<file path="src/cmpmon_defs.svh">
// Purpose: Offsets, fields, reset values and codes of the compare monitor
// Assumes: Included by bare name; definitions only
// Notes:   All values are `define macros; types live in the package
`ifndef CMPMON_DEFS_SVH
`define CMPMON_DEFS_SVH

// ==========================================================
// Register byte offsets
`define CMPMON_OFS_CTRL      8'h00
`define CMPMON_OFS_THRESH    8'h04
`define CMPMON_OFS_STATUS    8'h08
`define CMPMON_OFS_FAULT     8'h0c
`define CMPMON_OFS_MONCTRL   8'h10
`define CMPMON_OFS_MONSTAT   8'h14
`define CMPMON_OFS_IRQSTAT   8'h18
`define CMPMON_OFS_IRQMASK   8'h1c

// ==========================================================
// Comparator and monitor control field positions
`define CMPMON_CTRL_EN       0
`define CMPMON_CTRL_CH_LO    4
`define CMPMON_CTRL_COND_LO  8
`define CMPMON_CTRL_TGT_LO   12
`define CMPMON_CTRL_ACT      16
`define CMPMON_CTRL_SRC_LO   17
`define CMPMON_MON_EN        0
`define CMPMON_MON_CLR_LO    8

// ==========================================================
// Condition codes and fault codes
`define CMPMON_COND_EQ       2'h0
`define CMPMON_COND_GE       2'h1
`define CMPMON_COND_LE       2'h2
`define CMPMON_FAULT_NONE    32'h00000000
`define CMPMON_FAULT_COND    32'h00000001
`define CMPMON_FAULT_AXIS    32'h00000002
`define CMPMON_FAULT_EXEC    32'h00000003

// ==========================================================
// Interrupt bits and reset values
`define CMPMON_IRQ_ERROR     0
`define CMPMON_IRQ_RESULT    1
`define CMPMON_RST_WORD      32'h00000000
`define CMPMON_RST_RESULTS   8'h00
`endif

</file>
<file path="src/cmpmon_pkg.sv">
// Purpose: Types shared by the compare monitor
// Assumes: Used with cmpmon_defs.svh
// Notes:   Types only
package cmpmon_pkg;
	// ==========================================================
	// Comparator sequence states, one-hot
	typedef enum logic [3:0] {
		CMPMON_IDLE  = 4'h1,
		CMPMON_ARM   = 4'h2,
		CMPMON_RUN   = 4'h4,
		CMPMON_FAULT = 4'h8
	} cmpmon_state_type;
	// Monitor sequence states, one-hot
	typedef enum logic [2:0] {
		CMPMON_MIDLE = 3'h1,
		CMPMON_MARM  = 3'h2,
		CMPMON_MRUN  = 3'h4
	} cmpmon_mstate_type;
endpackage : cmpmon_pkg

</file>
<file path="src/cmpmon_compare_output_monitor.sv">
// Purpose: Fast comparator block plus comparator result clear unit on AHB-Lite
// Assumes: One scan cycle is one clk_sys cycle (40 MHz); inputs synchronous
// Notes:   One comparator engine; channel number is latched and reported
`timescale 1ns/1ps
`include "cmpmon_defs.svh"

module cmpmon_compare_output_monitor
	import cmpmon_pkg::*;
(
	// Clock and reset
	input  wire logic        clk_sys,
	input  wire logic        srst,
	// AHB-Lite slave
	input  wire logic        hsel,
	input  wire logic [31:0] haddr,
	input  wire logic [1:0]  htrans,
	input  wire logic        hwrite,
	input  wire logic [2:0]  hsize,
	input  wire logic [31:0] hwdata,
	input  wire logic        hready,
	output logic      [31:0] hrdata,
	output logic             hreadyout,
	output logic             hresp,
	// Compare sources: four axis positions, four counter values
	input  wire logic [31:0] axisPosition0,
	input  wire logic [31:0] axisPosition1,
	input  wire logic [31:0] axisPosition2,
	input  wire logic [31:0] axisPosition3,
	input  wire logic [31:0] counterValue0,
	input  wire logic [31:0] counterValue1,
	input  wire logic [31:0] counterValue2,
	input  wire logic [31:0] counterValue3,
	// Axis and execution health
	input  wire logic [3:0]  axisErrorStop,
	input  wire logic        execFault,
	// Target outputs
	output logic      [3:0]  outputPoint,
	output logic      [3:0]  counterResetReq,
	output logic      [3:0]  axisHalt,
	// Monitor status outputs
	output logic             point8ResultState,
	output logic             point9ResultState,
	output logic             point10ResultState,
	output logic             point11ResultState,
	output logic             counter0ResetResultState,
	output logic             counter1ResetResultState,
	output logic             counter2ResetResultState,
	output logic             counter3ResetResultState,
	// Interrupt
	output logic             irq
);

	// ==========================================================
	// Software registers
	logic [31:0]      ctrlReg;          // Comparator control
	logic [31:0]      thresholdReg;     // Compare threshold
	logic [31:0]      monCtrlReg;       // Monitor enable and clears
	logic [1:0]       irqStatus;        // Sticky events
	logic [1:0]       irqMask;          // Event mask
	// Comparator state
	cmpmon_state_type state;            // Comparator sequence
	cmpmon_mstate_type mstate;          // Monitor sequence
	logic             enPrev;           // Enable one scan ago
	logic [3:0]       chanLatch;        // Latched channel
	logic [1:0]       condLatch;        // Latched condition
	logic [2:0]       tgtLatch;         // Latched target
	logic             actLatch;         // Latched action
	logic [2:0]       srcLatch;         // Latched source
	logic [31:0]      threshLatch;      // Latched threshold
	logic [31:0]      faultCode;        // Recorded fault code
	logic             errorFlag;        // Error output
	logic [7:0]       results;          // Latched target results
	// Bus data-phase capture
	logic             wrPending;        // Write in data phase
	logic [7:0]       wrAddr;           // Its offset

	// ==========================================================
	// Field decode
	wire logic        cmpEnable  = ctrlReg[`CMPMON_CTRL_EN];
	wire logic        monEnable  = monCtrlReg[`CMPMON_MON_EN];
	wire logic [7:0]  clearReq   = monCtrlReg[`CMPMON_MON_CLR_LO +: 8];
	wire logic        enRise     = cmpEnable & ~enPrev;
	wire logic        enFall     = ~cmpEnable & enPrev;
	wire logic [1:0]  condNew    = ctrlReg[`CMPMON_CTRL_COND_LO +: 2];

	// Source selection for the compare; the health check indexes axisErrorStop directly
	function automatic logic [31:0] pick_source(input logic [2:0] sel,
		input logic [31:0] a0, input logic [31:0] a1,
		input logic [31:0] a2, input logic [31:0] a3,
		input logic [31:0] c0, input logic [31:0] c1,
		input logic [31:0] c2, input logic [31:0] c3);
		logic [31:0] v;
		v = a0;
		case (sel)
			3'h1: v = a1;
			3'h2: v = a2;
			3'h3: v = a3;
			3'h4: v = c0;
			3'h5: v = c1;
			3'h6: v = c2;
			3'h7: v = c3;
			default: v = a0;
		endcase
		return v;
	endfunction : pick_source

	wire logic [31:0] srcValue = pick_source(srcLatch, axisPosition0, axisPosition1,
		axisPosition2, axisPosition3, counterValue0, counterValue1,
		counterValue2, counterValue3);

	// Compare is signed: thresholds may be negative
	// condition codes
	wire logic cmpTrue =
		(condLatch == `CMPMON_COND_EQ) ? (srcValue == threshLatch) :
		(condLatch == `CMPMON_COND_GE) ? ($signed(srcValue) >= $signed(threshLatch)) :
		(condLatch == `CMPMON_COND_LE) ? ($signed(srcValue) <= $signed(threshLatch)) :
		1'b0;

	// Health of the selected source: axis sources 0..3 only
	wire logic axisBad  = ~srcLatch[2] & axisErrorStop[srcLatch[1:0]];
	wire logic running  = (state == CMPMON_ARM) | (state == CMPMON_RUN);
	wire logic runFault = running & cmpEnable & (execFault | axisBad);
	wire logic condBad  = enRise & (condNew > `CMPMON_COND_LE);

	// ==========================================================
	// Handshake outputs
	// busy follows enable at once
	wire logic cmpBusy  = cmpEnable & (state != CMPMON_FAULT) & ~condBad & ~runFault;
	// valid drops with enable or error
	wire logic cmpValid = running & cmpEnable & ~runFault;
	wire logic monValid = (mstate == CMPMON_MRUN) & monEnable;
	wire logic monBusy  = monEnable;

	// Action on hit: one bit per target
	// target codes 0-3 points, 4-7 counters
	wire logic [7:0] tgtOneHot = 8'h01 << tgtLatch;
	wire logic       hit       = cmpValid & cmpTrue;

	// ==========================================================
	// Comparator sequence
	always_ff @(posedge clk_sys)
	begin
		if (srst)
		begin
			state <= CMPMON_IDLE;
			enPrev <= 1'b0;
			errorFlag <= 1'b0;
			faultCode <= `CMPMON_FAULT_NONE;
		end
		else
		begin
			enPrev <= cmpEnable;
			case (state)
				CMPMON_IDLE:
				begin
					// Latch setup on the rising edge
					if (condBad)
					begin
						state <= CMPMON_FAULT;
						errorFlag <= 1'b1;
						faultCode <= `CMPMON_FAULT_COND;
					end
					else if (enRise)
						state <= CMPMON_ARM;
				end
				CMPMON_ARM, CMPMON_RUN:
				begin
					if (!cmpEnable)
						state <= CMPMON_IDLE;
					else if (runFault)
					begin
						state <= CMPMON_FAULT;
						errorFlag <= 1'b1;
						faultCode <= execFault ? `CMPMON_FAULT_EXEC : `CMPMON_FAULT_AXIS;
					end
					else
						state <= CMPMON_RUN;
				end
				CMPMON_FAULT:
				begin
					if (enFall)
					begin
						state <= CMPMON_IDLE;
						errorFlag <= 1'b0;
						faultCode <= `CMPMON_FAULT_NONE;
					end
				end
				default: state <= CMPMON_IDLE;
			endcase
		end
	end

	// Setup latched only on the enable edge
	// channel latched at enable rise
	always_ff @(posedge clk_sys)
	begin
		if (srst)
		begin
			chanLatch <= 4'h0;
			condLatch <= 2'h0;
			tgtLatch <= 3'h0;
			actLatch <= 1'b0;
			srcLatch <= 3'h0;
			threshLatch <= `CMPMON_RST_WORD;
		end
		else if (enRise)
		begin
			chanLatch <= ctrlReg[`CMPMON_CTRL_CH_LO +: 4];
			condLatch <= condNew;
			tgtLatch <= ctrlReg[`CMPMON_CTRL_TGT_LO +: 3];
			actLatch <= ctrlReg[`CMPMON_CTRL_ACT];
			srcLatch <= ctrlReg[`CMPMON_CTRL_SRC_LO +: 3];
			threshLatch <= thresholdReg;
		end
	end

	// ==========================================================
	// Result latches: set by a set-action hit, cleared by a reset-action hit or the monitor
	// Hit wins over a clear in the same scan, so no event is lost
	genvar gi;
	generate
		for (gi = 0; gi < 8; gi++)
		begin : g_result
			// ge with set turns point on
			wire logic setIt = hit & tgtOneHot[gi] & actLatch;
			wire logic rstIt = hit & tgtOneHot[gi] & ~actLatch;
			wire logic clrIt = monEnable & clearReq[gi];
			always_ff @(posedge clk_sys)
			begin
				if (srst)
					results[gi] <= 1'b0;
				else if (setIt)
					results[gi] <= 1'b1;
				else if (rstIt | clrIt)
					results[gi] <= 1'b0;
			end
		end
	endgenerate

	// Monitor sequence
	always_ff @(posedge clk_sys)
	begin
		if (srst)
			mstate <= CMPMON_MIDLE;
		else
		begin
			case (mstate)
				CMPMON_MIDLE: mstate <= monEnable ? CMPMON_MARM : CMPMON_MIDLE;
				CMPMON_MARM:  mstate <= monEnable ? CMPMON_MRUN : CMPMON_MIDLE;
				CMPMON_MRUN:  mstate <= monEnable ? CMPMON_MRUN : CMPMON_MIDLE;
				default:      mstate <= CMPMON_MIDLE;
			endcase
		end
	end

	// Registered target and status outputs
	// status false until valid
	always_ff @(posedge clk_sys)
	begin
		if (srst)
		begin
			outputPoint <= 4'h0;
			counterResetReq <= 4'h0;
			axisHalt <= 4'h0;
			{counter3ResetResultState, counter2ResetResultState,
				counter1ResetResultState, counter0ResetResultState,
				point11ResultState, point10ResultState,
				point9ResultState, point8ResultState} <= `CMPMON_RST_RESULTS;
		end
		else
		begin
			outputPoint <= results[3:0];
			// Counter reset request is high the scan after each set-action hit on a counter target
			counterResetReq <= {4{hit & actLatch}} & tgtOneHot[7:4];
			// halt the selected source axis until the fault is cleared
			// A refused condition code never moved an axis, so it halts none
			axisHalt <= (errorFlag & (faultCode != `CMPMON_FAULT_COND) & ~srcLatch[2]) ?
				(4'h1 << srcLatch[1:0]) : 4'h0;
			{counter3ResetResultState, counter2ResetResultState,
				counter1ResetResultState, counter0ResetResultState,
				point11ResultState, point10ResultState,
				point9ResultState, point8ResultState} <= results & {8{monValid}};
		end
	end

	// ==========================================================
	// Interrupt events: error rise and any result rising
	logic [7:0] resultsPrev;            // For rise detection
	logic       errorPrev;              // For rise detection
	wire logic [1:0] irqEvent = {|(results & ~resultsPrev), errorFlag & ~errorPrev};
	wire logic       irqWrite = wrPending & (wrAddr == `CMPMON_OFS_IRQSTAT);
	wire logic [1:0] irqClear = irqWrite ? hwdata[1:0] : 2'h0;

	// Sticky status, set beats write-one-clear
	always_ff @(posedge clk_sys)
	begin
		if (srst)
		begin
			irqStatus <= 2'h0;
			resultsPrev <= 8'h00;
			errorPrev <= 1'b0;
		end
		else
		begin
			resultsPrev <= results;
			errorPrev <= errorFlag;
			irqStatus <= (irqStatus & ~irqClear) | irqEvent;
		end
	end
	assign irq = |(irqStatus & irqMask);

	// ==========================================================
	// AHB-Lite slave: zero wait states, always OKAY
	wire logic       addrPhase = hsel & htrans[1] & hready;
	wire logic [7:0] rdAddr    = haddr[7:0];
	wire logic [31:0] rdMux =
		(rdAddr == `CMPMON_OFS_CTRL)    ? ctrlReg :
		(rdAddr == `CMPMON_OFS_THRESH)  ? thresholdReg :
		(rdAddr == `CMPMON_OFS_STATUS)  ? {24'h0, chanLatch, 1'b0, errorFlag, cmpBusy, cmpValid} :
		(rdAddr == `CMPMON_OFS_FAULT)   ? faultCode :
		(rdAddr == `CMPMON_OFS_MONCTRL) ? monCtrlReg :
		(rdAddr == `CMPMON_OFS_MONSTAT) ? {16'h0, results, 6'h0, monBusy, monValid} :
		(rdAddr == `CMPMON_OFS_IRQSTAT) ? {30'h0, irqStatus} :
		(rdAddr == `CMPMON_OFS_IRQMASK) ? {30'h0, irqMask} :
		32'h00000000;

	assign hreadyout = 1'b1;
	assign hresp = 1'b0;

	// Address phase capture and read data register
	always_ff @(posedge clk_sys)
	begin
		if (srst)
		begin
			wrPending <= 1'b0;
			wrAddr <= 8'h00;
			hrdata <= `CMPMON_RST_WORD;
		end
		else
		begin
			wrPending <= addrPhase & hwrite;
			wrAddr <= rdAddr;
			if (addrPhase & ~hwrite)
				hrdata <= rdMux;
		end
	end

	// Register writes in the data phase
	always_ff @(posedge clk_sys)
	begin
		if (srst)
		begin
			ctrlReg <= `CMPMON_RST_WORD;
			thresholdReg <= `CMPMON_RST_WORD;
			monCtrlReg <= `CMPMON_RST_WORD;
			irqMask <= 2'h0;
		end
		else if (wrPending)
		begin
			if (wrAddr == `CMPMON_OFS_CTRL)
				ctrlReg <= hwdata;
			else if (wrAddr == `CMPMON_OFS_THRESH)
				thresholdReg <= hwdata;
			else if (wrAddr == `CMPMON_OFS_MONCTRL)
				monCtrlReg <= hwdata;
			else if (wrAddr == `CMPMON_OFS_IRQMASK)
				irqMask <= hwdata[1:0];
		end
	end

endmodule : cmpmon_compare_output_monitor

</file>
<file path="config.mk">
export PLATFORM = sky130hd
export DESIGN_NAME = cmpmon_compare_output_monitor
export DESIGN_NICKNAME = d
export VERILOG_FILES = /design/src/cmpmon_pkg.sv /design/src/cmpmon_compare_output_monitor.sv
export VERILOG_INCLUDE_DIRS = /design/src
export SDC_FILE = /design/constraint.sdc
export NUM_CORES = 1
export LEC_CHECK = 0
export ABC_AREA = 1
export BUFFER_PORTS_ARGS = -buffer_cell sky130_fd_sc_hd__buf_2
export CORE_UTILIZATION = 43
export CTS_CLUSTER_DIAMETER = 60
export DETAILED_ROUTE_END_ITERATION = 10
export PLACE_DENSITY = 0.7
export SYNTH_ARGS = -nofsm -noshare
export SYNTH_HDL_FRONTEND = slang
export SYNTH_SLANG_ARGS = --single-unit
</file>
<file path="constraint.sdc">
create_clock -name clk_sys -period 4.73 [get_ports clk_sys]
set_input_delay 0 -clock clk_sys [delete_from_list [all_inputs] [get_ports clk_sys]]
set_output_delay 0 -clock clk_sys [all_outputs]
set_load 0.02 [all_outputs]
</file>
== Yosys cells after proc, flatten, opt, wreduce, memory -nomap -nowiden ==
Index checks and enable logic that the tools add are counted.

* Muxes and demuxes: 51
* Equality and inequality tests: 35
* Shift-type cells: 2
* Magnitude comparators: 4
* Bitwise operators: 83
* Reduce and logical (&&, ||, !) cells: 23

{| class="wikitable"
|+ Operator list
! cell !! count
|-
| $mux W32 || 9
|-
| $pmux W32 S7 || 1
|-
| $pmux W32 S3 || 1
|-
| $eq A8 B5 Y1 const B || 7
|-
| $and A1 B1 Y1 || 53
|-
| $eq A32 B32 Y1 || 1
|-
| $ge A32 B32 Y1 || 1
|-
| $le A32 B32 Y1 || 1
|-
| $ne A32 B1 Y1 const B || 1
|-
| $mux W1 || 25
|-
| $mux W4 || 5
|-
| $and A8 B8 Y8 || 2
|-
| $eq A8 B3 Y1 const B || 2
|-
| $eq A8 B4 Y1 const B || 2
|-
| $logic_not A8 Y1 || 2
|-
| $mux W16 || 1
|-
| $reduce_bool A2 Y1 || 8
|-
| $eq A3 B3 Y1 const B || 5
|-
| $not A1 Y1 || 12
|-
| $pmux W4 S3 || 1
|-
| $or A1 B1 Y1 || 10
|-
| $reduce_and A5 Y1 || 2
|-
| $eq A3 B2 Y1 const B || 3
|-
| $mux W2 || 4
|-
| other kinds (30) || 39
|}

* Input port bits: 335
* Word-level logic and storage cells: 238
* Bits in registers: 264
* Output and inout bits: 55

== Logic depth before layout (Yosys ltp) ==
Gate-level depths: netlist of run 1.

* Depth in word-level cells: 13
* Mapped depth: 28
* Mapped depth without buffers: 26

== Worst setup path before layout of run 1 ==
OpenSTA, ideal clock, no wires.

* Path type: register to register
* Start: reg srcLatch[2]
* End: reg results[2]
* Cell stages (with the launch flop): 20
* Data required time: 4598 ps
* Data arrival time: 2727 ps
* Buffers on the path: 3
* Setup slack: 1871 ps
* Clock period less this slack: 2859 ps
* Setup time: 132 ps
* Path through: dfxtp_1 -> buf_2 -> inv_1 -> nor2_1 -> clkbuf_1 -> a21oi_1 -> a41oi_1 -> ha_1 -> a21oi_1 -> o21a_1 -> nand2_1 -> nor2_1 -> nand2_1 -> nand2_1 -> nand3_2 -> nand3_2 -> buf_6 -> nand3_1 -> nand2_1 -> a21oi_2

* Longest elaborated chain between the ends: 11
* Elaborated cells between the ends (all ways): 27
* Those cells by class: order compare: 2; eq/ne: 8; mux: 5; bitwise: 11; reduce/logical: 1

{| class="wikitable"
|+ RTL lines
! item !! RTL line !! text
|-
| start, declared || cmpmon_compare_output_monitor.sv:68 || <nowiki>logic [2:0] srcLatch;</nowiki>
|-
| start signal, assigned || cmpmon_compare_output_monitor.sv:212 || <nowiki>srcLatch <= ctrlReg[`CMPMON_CTRL_SRC_LO +: 3];</nowiki>
|-
| $eq A3 B3 Y1, or another cell as far along || cmpmon_compare_output_monitor.sv:94 || <nowiki>case (sel)</nowiki>
|-
| $pmux W32 S7 / $and A1 B1 Y1 (equally long branches) || cmpmon_compare_output_monitor.sv:94, cmpmon_compare_output_monitor.sv:120 ||
|-
| $le A32 B32 Y1 / $or A1 B1 Y1 (equally long branches) || cmpmon_compare_output_monitor.sv:116, cmpmon_compare_output_monitor.sv:122 ||
|-
| $mux W1 / $and A1 B1 Y1 (equally long branches) || cmpmon_compare_output_monitor.sv:116, cmpmon_compare_output_monitor.sv:122 ||
|-
| $mux W1 / $not A1 Y1 (equally long branches) || cmpmon_compare_output_monitor.sv:115, cmpmon_compare_output_monitor.sv:130 ||
|-
| $mux W1 / $and A1 B1 Y1 (equally long branches) || cmpmon_compare_output_monitor.sv:114, cmpmon_compare_output_monitor.sv:130 ||
|-
| $and A1 B1 Y1 * || cmpmon_compare_output_monitor.sv:137 || <nowiki>wire logic hit = cmpValid & cmpTrue;</nowiki>
|-
| $and A1 B1 Y1 * || cmpmon_compare_output_monitor.sv:225, cmpmon_compare_output_monitor.sv:226 ||
|-
| $and A1 B1 Y1 || cmpmon_compare_output_monitor.sv:226 || <nowiki>wire logic rstIt = hit & tgtOneHot[gi] & ~actLatch;</nowiki>
|-
| $or A1 B1 Y1 || cmpmon_compare_output_monitor.sv:234 || <nowiki>else if (rstIt | clrIt)</nowiki>
|-
| $reduce_bool A2 Y1 (no source line) || - ||
|-
| end signal, assigned by index || cmpmon_compare_output_monitor.sv:231 || <nowiki>results[gi] <= 1'b0;</nowiki>
|-
| end signal, assigned by index || cmpmon_compare_output_monitor.sv:233 || <nowiki>results[gi] <= 1'b1;</nowiki>
|-
| end signal, assigned by index || cmpmon_compare_output_monitor.sv:235 || <nowiki>results[gi] <= 1'b0;</nowiki>
|-
| end, declared || cmpmon_compare_output_monitor.sv:72 || <nowiki>logic [7:0] results;</nowiki>
|}

Mark *: on every way between the ends. The rest lies on a longest branch, timed or not.
A chain may end at the register's enable or synchronous reset.

== Worst setup path in the final report of run 1 ==
* Start: reg srcLatch[2]
* End: reg results[6]

Same word-level chain as after synthesis.

==> results of run 1 <==
## worst min-delay path by stage
stage                     startpoint                to  slack [ns]
final                           srst  thresholdReg[29]        0.11
after global routing            srst  thresholdReg[10]        0.14
after CTS                       srst  thresholdReg[14]        0.09
after detailed placement    haddr[6]         wrAddr[6]        0.22
after global placement      haddr[1]         wrAddr[1]        0.22
after floorplan             haddr[0]         wrAddr[0]        0.11
## cells in the mapped netlist, types with 2 or more instances
| master | instances |
|---|---|
| buf_2 | 15 |
| o21ai_1 | 5 |
| nor4_1 | 4 |
| nor2_1 | 156 |
| a41oi_1 | 34 |
| nand4_2 | 3 |
| a221oi_1 | 17 |
| nor3_1 | 29 |
| o22ai_1 | 11 |
| ha_1 | 32 |
| nand3_2 | 4 |
| o21ai_0 | 179 |
| a21oi_1 | 194 |
| a31oi_1 | 19 |
| a22oi_1 | 52 |
| inv_2 | 4 |
| buf_1 | 4 |
| a21oi_2 | 4 |
| dfxtp_1 | 230 |
| a21o_1 | 2 |
| nand2_1 | 154 |
| a211oi_1 | 32 |
| clkbuf_1 | 76 |
| and2_1 | 2 |
| nand4_1 | 12 |
| nor2_2 | 5 |
| o21a_1 | 2 |
| inv_1 | 167 |
| clkinv_1 | 3 |
| nand3_1 | 26 |
| conb_1 | 2 |
| buf_4 | 6 |
| buf_6 | 2 |
| nor3_2 | 3 |
## metrics by stage
stage | power (uW) | cell area [um^2] | util | hold WS (ns) | setup slack [ns]
floorplan | 2280 | 11100 | - | 0.107 | 1.87
global placement | 2500 | 13100 | 0.520 | 0.216 | 0.792
detailed placement | 2510 | 13100 | 0.520 | 0.223 | 0.680
CTS | 4450 | 14400 | 0.570 | 0.0926 | 0.664
global route | 4600 | 14400 | 0.571 | 0.140 | 0.220
finish | 4430 | 14400 | 0.571 | 0.107 | 0.507
## flip-flops by register name, indices dropped and copies added, names as in the netlist, 3 cells and up
register / cells
ctrlReg: 32
hrdata: 32
monCtrlReg: 32
threshLatch: 32
thresholdReg: 32
results: 8
wrAddr: 8
resultsPrev: 5
axisHalt: 4
chanLatch: 4
counterResetReq: 4
state: 4
mstate: 3
outputPoint: 3
srcLatch: 3
tgtLatch: 3
## report_power, final
part / leakage (uW) / switching (uW) / internal, uW / total, uW
clock network: 0.000394 / 805 / 1120 / 1930
logic: 0.00404 / 293 / 218 / 510
registers: 0.00186 / 19.9 / 1970 / 1990
## layout make-up
class | instances | area [um^2]
Fill cell | 2357 | 10800
Multi-Input combinational cell | 990 | 5430
Sequential cell | 230 | 4600
Timing Repair Buffer | 432 | 2480
Clock buffer | 31 | 668
Inverter | 174 | 653
Tap cell | 330 | 413
Clock inverter | 15 | 145
Antenna cell | 13 | 32.5
## what timing repair did
action,CTS,global route
gates resized for setup,0,0
hold endpoints to repair,112,0
hold buffers,44,0
setup endpoints to repair,0,0
## kinds of logic (layout without fill, tap and decap cells)
group / after synthesis / in the layout / share of synthesized area
compound gates: 553 / 553 / 0.292
fa+ha+maj: 32 / 32 / 0.0361
buf+inv: 277 / 652 / 0.0987
flops: 230 / 230 / 0.415
other cells: 2 / 15 / 0.000676
simple gates: 403 / 403 / 0.158
## worst reg2reg max path, delay by kind of cell, from the launching register on
kind                     cells  cell delay, ns
buffers and inverters        2            0.44
AO/OA/AOI/OAI                5            0.77
flip-flops                   1            0.61
adder cells (fa/ha/maj)      1            0.31
AND/OR/NAND/NOR             13            2.02
## layer usage
metal	GRT usage	vias up	routed length, um
met5	0	-	11
met1	0.422	5703	18600
met3	0.0593	85	3430
li1	-	5906	-
met4	0.154	2	1550
met2	0.507	600	20500
==> summary.md, run 1 <==
| Metric | Value |
|---|---|
| Sink Count | `230` |
| Vias in the first global route | `11351` |
| Critical Path AT | `4.66 ns` |
| Drt initial violations | `1204` |
| Slew HR | `0.410` |
| Finished Layout Cells | `2215` |
| Endpoints failing setup | `0` |
| Reg-to-Reg Start | `srcLatch[2]` |
| Syn-to-layout area delta | `29.9%` |
| Crit path from | `srcLatch[2]` |
| Num CTS Buffers | `25` |
| Crit end category | `register` |
| Tcrit/Tclk final | `0.893` |
| Crit path to | `results[6]` |
| Routed wire length | `44100 um` |
| Clock latency on the worst-skew pair | `0.51 ns` |
| Core area | `0.0253 mm^2` |
| CTS tree | `done` |
| Most frequent CP cell | `nand2_1` |
| CTS H-tree lvls | `1` |
| Worst path required time | `between 5 and 6 ns` |
| Total Routing Usage GR | `0.321` |
| Fin nets | `2220` |
| Post-Syn Nets | `1864` |
| Max FO, Critical Path | `11` |
| Slowest cell on crit path | `nor2_2` |
| Mapped Cells | `1497` |
| Pre-antenna DRT Iters | `6` |
| Crit path buf inv count | `2` |
| Gr ovfl total | `0` |
| Clock root cell | `clkbuf_16` |
| Async set or reset register ratio after synthesis | `0` |
| Commonest non-fill, non-tap cell in the layout | `buf_2` |
| Number of synthesized flops with an enable pin | `0` |
| Initial antenna violation count | `14` |
| Mean post-synth cell area | `7.42 um^2` |
| Clk slew on worst S/H paths | `~0.06 ns` |
| Die width | `~160 um` |
| Critical path type | `register to register` |
| Top cells by area, synth | `dfxtp_1 41%, a21oi_1 8.7%, o21ai_0 8.1%` |
| First-pass GRT wire length | `65300 um` |
| Register area share after synthesis | `0.415` |
| Initial Util | `0.440` |
| Die height | `163 um` |
| Clock buffer depth | `3` |
| CP Cell Sequence | `inv_1 > nor2_2 > nand2_1 > o21ai_0 > a221oi_1 > buf_4 > a41oi_1 > ha_1 > nand2_1 > nand2_1 > nand2_1 > nand2_1 > nand2_1 > a21oi_1 > nor2_1 > nand2_1 > nand2_1 > nand3_2 > nand3_2 > nand4_2 > o21ai_1` |
| Max Clock Freq | `237 MHz` |
| Worst IR drop on VDD | `254 uV` |
| Via density | `5.55` |
| Placed cells | `2112` |
| Yosys top cell area share | `0.415` |
| R2R Setup Slk | `0.51 ns` |
| Synth unique cells | `41` |
| Min Clock Period, post-route | `4.22 ns` |
| FF-to-FF path depth | `21` |
| Status | `finished clean` |
| Drc violations | `0` |
| Slew Viols, Final | `0` |
| Leakage power | `around 0.0063 uW` |
| CP delay by family, top | `simple AND/OR/NAND/NOR gates` |
| Mapped Area | `0.0111 mm^2` |
| Die area | `0.0265 mm^2` |
| RSZ-0062 raised after global routing | `no` |
| Main synth FF type | `dfxtp_1` |
| Most frequent cells in the layout | `359 x buf_2, 230 x dfxtp_1, 194 x a21oi_1` |
| Final setup TNS | `0 ns` |
| Clock Skew | `0.0101 ns` |
| Antenna viol nets, final | `0` |
| Estimated wirelength of the detail-placed design | `approximately 32000 um` |
| CP peak stage delay | `0.62 ns` |
| GPL Wtd Cong | `0.938` |
| CP Depth | `21` |
| Hold depth | `4` |
| Startpoint Class | `register` |
| Post-synthesis register bit count | `230` |
| Post-synth top area cell | `dfxtp_1` |
| Worst-margin pin slew | `0.885 ns` |
| Avg WL per Cell | `19.9 um` |
| Max-cap viol count | `0` |
| Post-CTS setup buffer count | `0` |
| Final Hold Fails | `0` |
| Ys Warns | `0` |
| Cell area power density | `307 mW/mm^2` |
| I/O Pins | `390` |
| IO Port Bufs | `359` |
| Vias | `12296` |
| HP Class | `primary input to register` |
| Reg2reg end | `results[6]` |
| Row Count | `58` |
| Fraction of layout cells with a size suffix above 1 | `0.248` |
| Largest net degree at the start of global routing | `73` |
Power figures use the tool's default switching activity.
==> inputs of run 2 (changes only) <==
ABC_AREA = 0   (was 1)
CORE_AREA = 2 2 150 152   (was default)
CORE_UTILIZATION = default   (was 43)
DIE_AREA = 0 0 152 154   (was default)
PLACE_DENSITY = 0.85   (was 0.7)
SKIP_LAST_GASP = 1   (was default)
==> run 2 against run 1 <==
Global-route usage rose by 8.3 points. Cell area rose by 4.0%. Utilization rose by 12 points. Count of clock-buffer cells in the layout is the same. Non-clock buffer count grew 5. First-iteration DRC count grew 59%. Wire length up 13%. Clock power decreased by 10%. Register-to-register slack better by 0.02 ns. Fmax grew 0.58%. Power fell by 7.8%. Critical path type unchanged. Critical endpoint is now results[4]. Largest cell class unchanged. Largest power group unchanged. Highest routed layer is now met4.
==> summary.md, run 2 <==
| Metric | Value |
|---|---|
| Die height | `154 um (-5.3%)` |
| Mapped Cells | `1561 (+4.3%)` |
| Vias in the first global route | `12797 (+13%)` |
| CTS H-tree lvls | `1 (unchanged)` |
| Commonest non-fill, non-tap cell in the layout | `buf_2` |
| Clock Skew | `0.0181 ns (+0.00793 ns)` |
| Die width | `152 um (-6.6%)` |
| Num CTS Buffers | `23 (-8.0%)` |
| Post-CTS setup buffer count | `0 (unchanged)` |
| Fraction of layout cells with a size suffix above 1 | `0.240 (-0.00884)` |
| Finished Layout Cells | `2204 (-0.50%)` |
| Register area | `0.00461 mm^2 (+0.14%)` |
| Min Clock Period, post-route | `4.20 ns (-0.0246 ns)` |
| Register area share after synthesis | `0.389 (-0.0252)` |
| Antenna viol nets, final | `0 (unchanged)` |
| Slew Viols, Final | `0 (unchanged)` |
| Pre-antenna DRT Iters | `8 (+2)` |
| Max Clock Freq | `238 MHz (+0.58%)` |
| Number of synthesized flops with an enable pin | `0 (unchanged)` |
| Drt initial violations | `1913 (+59%)` |
| IO Port Bufs | `359 (unchanged)` |
| Crit end category | `register` |
| Comb pwr share | `0.098 (-0.017)` |
| Syn-to-layout area delta | `26.9%` |
| Max FO, Critical Path | `17 (+6)` |
| Async set or reset register ratio after synthesis | `0 (unchanged)` |
| Top cells by area, synth | `dfxtp_1 39%, nand2_1 11%, a21oi_1 8.9%` |
| Fillers | `1745 (-26%)` |
| CTS tree | `done` |
| Switching power | `983 uW (-12%)` |
| Post-synth top area cell | `dfxtp_1` |
| Vias | `13526 (+10%)` |
| Worst-margin pin slew | `1.19 ns (+0.310 ns)` |
| Startpoint Class | `register` |
| Slew HR | `0.192 (-0.218)` |
| Critical Path AT | `4.61 ns (-0.05 ns)` |
| CP Cell Sequence | `inv_1 > buf_4 > o21ai_0 > a21boi_0 > o221ai_1 > a221oi_1 > a21oi_1 > ha_1 > nand4_1 > nor3_1 > a2111oi_2 > o311ai_2 > a311oi_1 > a22o_1` |
| Max-cap viol count | `0 (unchanged)` |
| Clock Power Share | `0.423 (-0.012)` |
| Clock root cell | `clkbuf_16` |
| Post-Syn Nets | `1928 (+3.4%)` |
| Most frequent cells in the layout | `358 x buf_2, 352 x nand2_1, 227 x dfxtp_1` |
| Sink Count | `230 (unchanged)` |
| Status | `finished clean` |
| Crit path from | `srcLatch[1]` |
| Internal power | `3100 uW (-6.3%)` |
| Endpoints failing setup | `0 (unchanged)` |
| Final setup TNS | `0 ns (unchanged)` |
| Final Hold Fails | `0 (unchanged)` |
| Gr ovfl total | `0 (unchanged)` |
| Main synth FF type | `dfxtp_1` |
| Tcrit/Tclk final | `0.888 (-0.00519)` |
| HP Class | `primary input to register` |
| Cell area power density | `272 mW/mm^2 (-11%)` |
| Worst hold path startpoint | `haddr[2]` |
| Ys Warns | `0 (unchanged)` |
| Initial antenna violation count | `8 (-6)` |
| Total Routing Usage GR | `0.405 (+0.0833)` |
| Area of the multi-input gates | `0.00653 mm^2 (+20%)` |
| Core area | `0.0217 mm^2 (-14%)` |
| Sequential power share | `0.479 (+0.029)` |
| Die area | `0.0234 mm^2 (-12%)` |
| Post-synthesis register bit count | `230 (unchanged)` |
| Clock latency on the worst-skew pair | `0.52 ns (about the same)` |
| CP delay by family, top | `compound AO/OA/AOI/OAI gates` |
| RSZ-0062 raised after global routing | `no` |
| Drc violations | `0 (unchanged)` |
| CP peak stage delay | `0.66 ns (+0.04 ns)` |
| Reg-to-Reg Start | `srcLatch[1]` |
| Clk slew on worst S/H paths | `0.06 ns (about the same)` |
| Avg WL per Cell | `22.7 um (+14%)` |
| Fin nets | `2270 (+2.3%)` |
| First-pass GRT wire length | `74500 um (+14%)` |
| Leakage power | `0.00584 uW (-7.2%)` |
| Post-synth top cells | `352 x nand2_1, 230 x dfxtp_1, 211 x a21oi_1` |
| Sw Share | `0.241 (-0.0117)` |
| Initial Util | `0.545 (+0.105)` |
| I/O Pins | `390 (unchanged)` |
| Estimated wirelength of the detail-placed design | `36400 um (+13%)` |
| PostCTS Resize Cnt | `0 (unchanged)` |
| GPL Wtd Cong | `0.976 (+4.1%)` |
| Worst path required time | `5.14 ns (-0.03 ns)` |
| Routed wire length | `50000 um (+13%)` |
| Most frequent cell after synthesis | `nand2_1` |
| Mapped Area | `0.0118 mm^2 (+6.5%)` |
| Worst IR drop on VDD | `299 uV (+18%)` |
| Clock buffer depth | `3 (unchanged)` |
| Crit path buf inv count | `2 (unchanged)` |
| Yosys top cell area share | `0.389 (-0.0252)` |
| Slowest cell on crit path | `dfxtp_2` |
| Critical path type | `register to register` |
| Synth unique cells | `64 (+56%)` |
| Placed cells | `2107 (-0.24%)` |
| Largest net degree at the start of global routing | `91 (+25%)` |
| Row Count | `54 (-6.9%)` |
| Mean post-synth cell area | `7.57 um^2 (+2.1%)` |
| Via density | `6.14 (+11%)` |
run 2: logic make-up (layout without fill, tap and decap cells):
family	Yosys count	after routing	share of synthesized area
AOI/OAI and AO/OA	444	444	0.235
xor gates and xnor gates	3	3	0.00222
adders and majority gates	32	32	0.0339
buffers and inverters	182	537	0.0599
DFF	230	230	0.389
muxes	62	62	0.0653
other	2	10	0.000635
and+or+nand+nor	606	606	0.213
run 2: cell type report:
type / instances / share of cell area
Multi-Input combinational cell: 1149 / 0.435
Sequential cell: 230 / 0.307
Timing Repair Buffer: 437 / 0.170
Clock buffer: 31 / 0.0437
Tap cell: 280 / 0.0234
Inverter: 62 / 0.0155
Clock inverter: 7 / 0.00317
Antenna cell: 8 / 0.00133
run 2: worst min-delay path, delay by kind of cell:
family / cells / cell delay (ns)
simple gates: 1 / 0.23
buf+inv: 2 / 0.39
run 2: worst paths after layout:
path / to / slack [ns] / cells past startpoint
max: results[4] / 0.53 / 14
min: wrAddr[2] / 0.17 / 3
max reg2reg: results[4] / 0.53 / 14
min reg2reg: monCtrlReg[28] / 0.45 / 2
run 2: repair_timing:
item / CTS / global route
hold endpoints to repair: 133 / 0
setup endpoints to repair: 0 / 0
hold buffers: 51 / 0
run 2: routing by layer:
metal / global-route usage / wire [um] / vias to the layer above
li1: - / - / 6129
met1: 0.515 / 18700 / 6306
met2: 0.672 / 23400 / 960
met3: 0.0815 / 5600 / 131
met4: 0.170 / 2300 / 0
met5: 0 / 0 / -
run 2: stage by stage:
stage / power [uW] / utilization / area [um^2] / hold slack, ns / setup slack, ns
finish: 4090 / 0.692 / 15000 / 0.167 / 0.532
global route: 4180 / 0.691 / 15000 / 0.176 / 0.226
CTS: 4070 / 0.691 / 15000 / 0.125 / 0.624
detailed placement: 2350 / 0.635 / 13800 / 0.232 / 0.627
global placement: 2350 / 0.635 / 13800 / 0.227 / 0.737
floorplan: 2140 / - / 11800 / 0.128 / 0.855
run 2: power groups by stage:
stage               logic [uW]  registers, uW  clock network [uW]
floorplan                  135           2010                   0
global placement           352           2000                   0
finish                     400           1960                1730
detailed placement         355           2000                   0
global route               425           1960                1800
CTS                        388           1960                1730
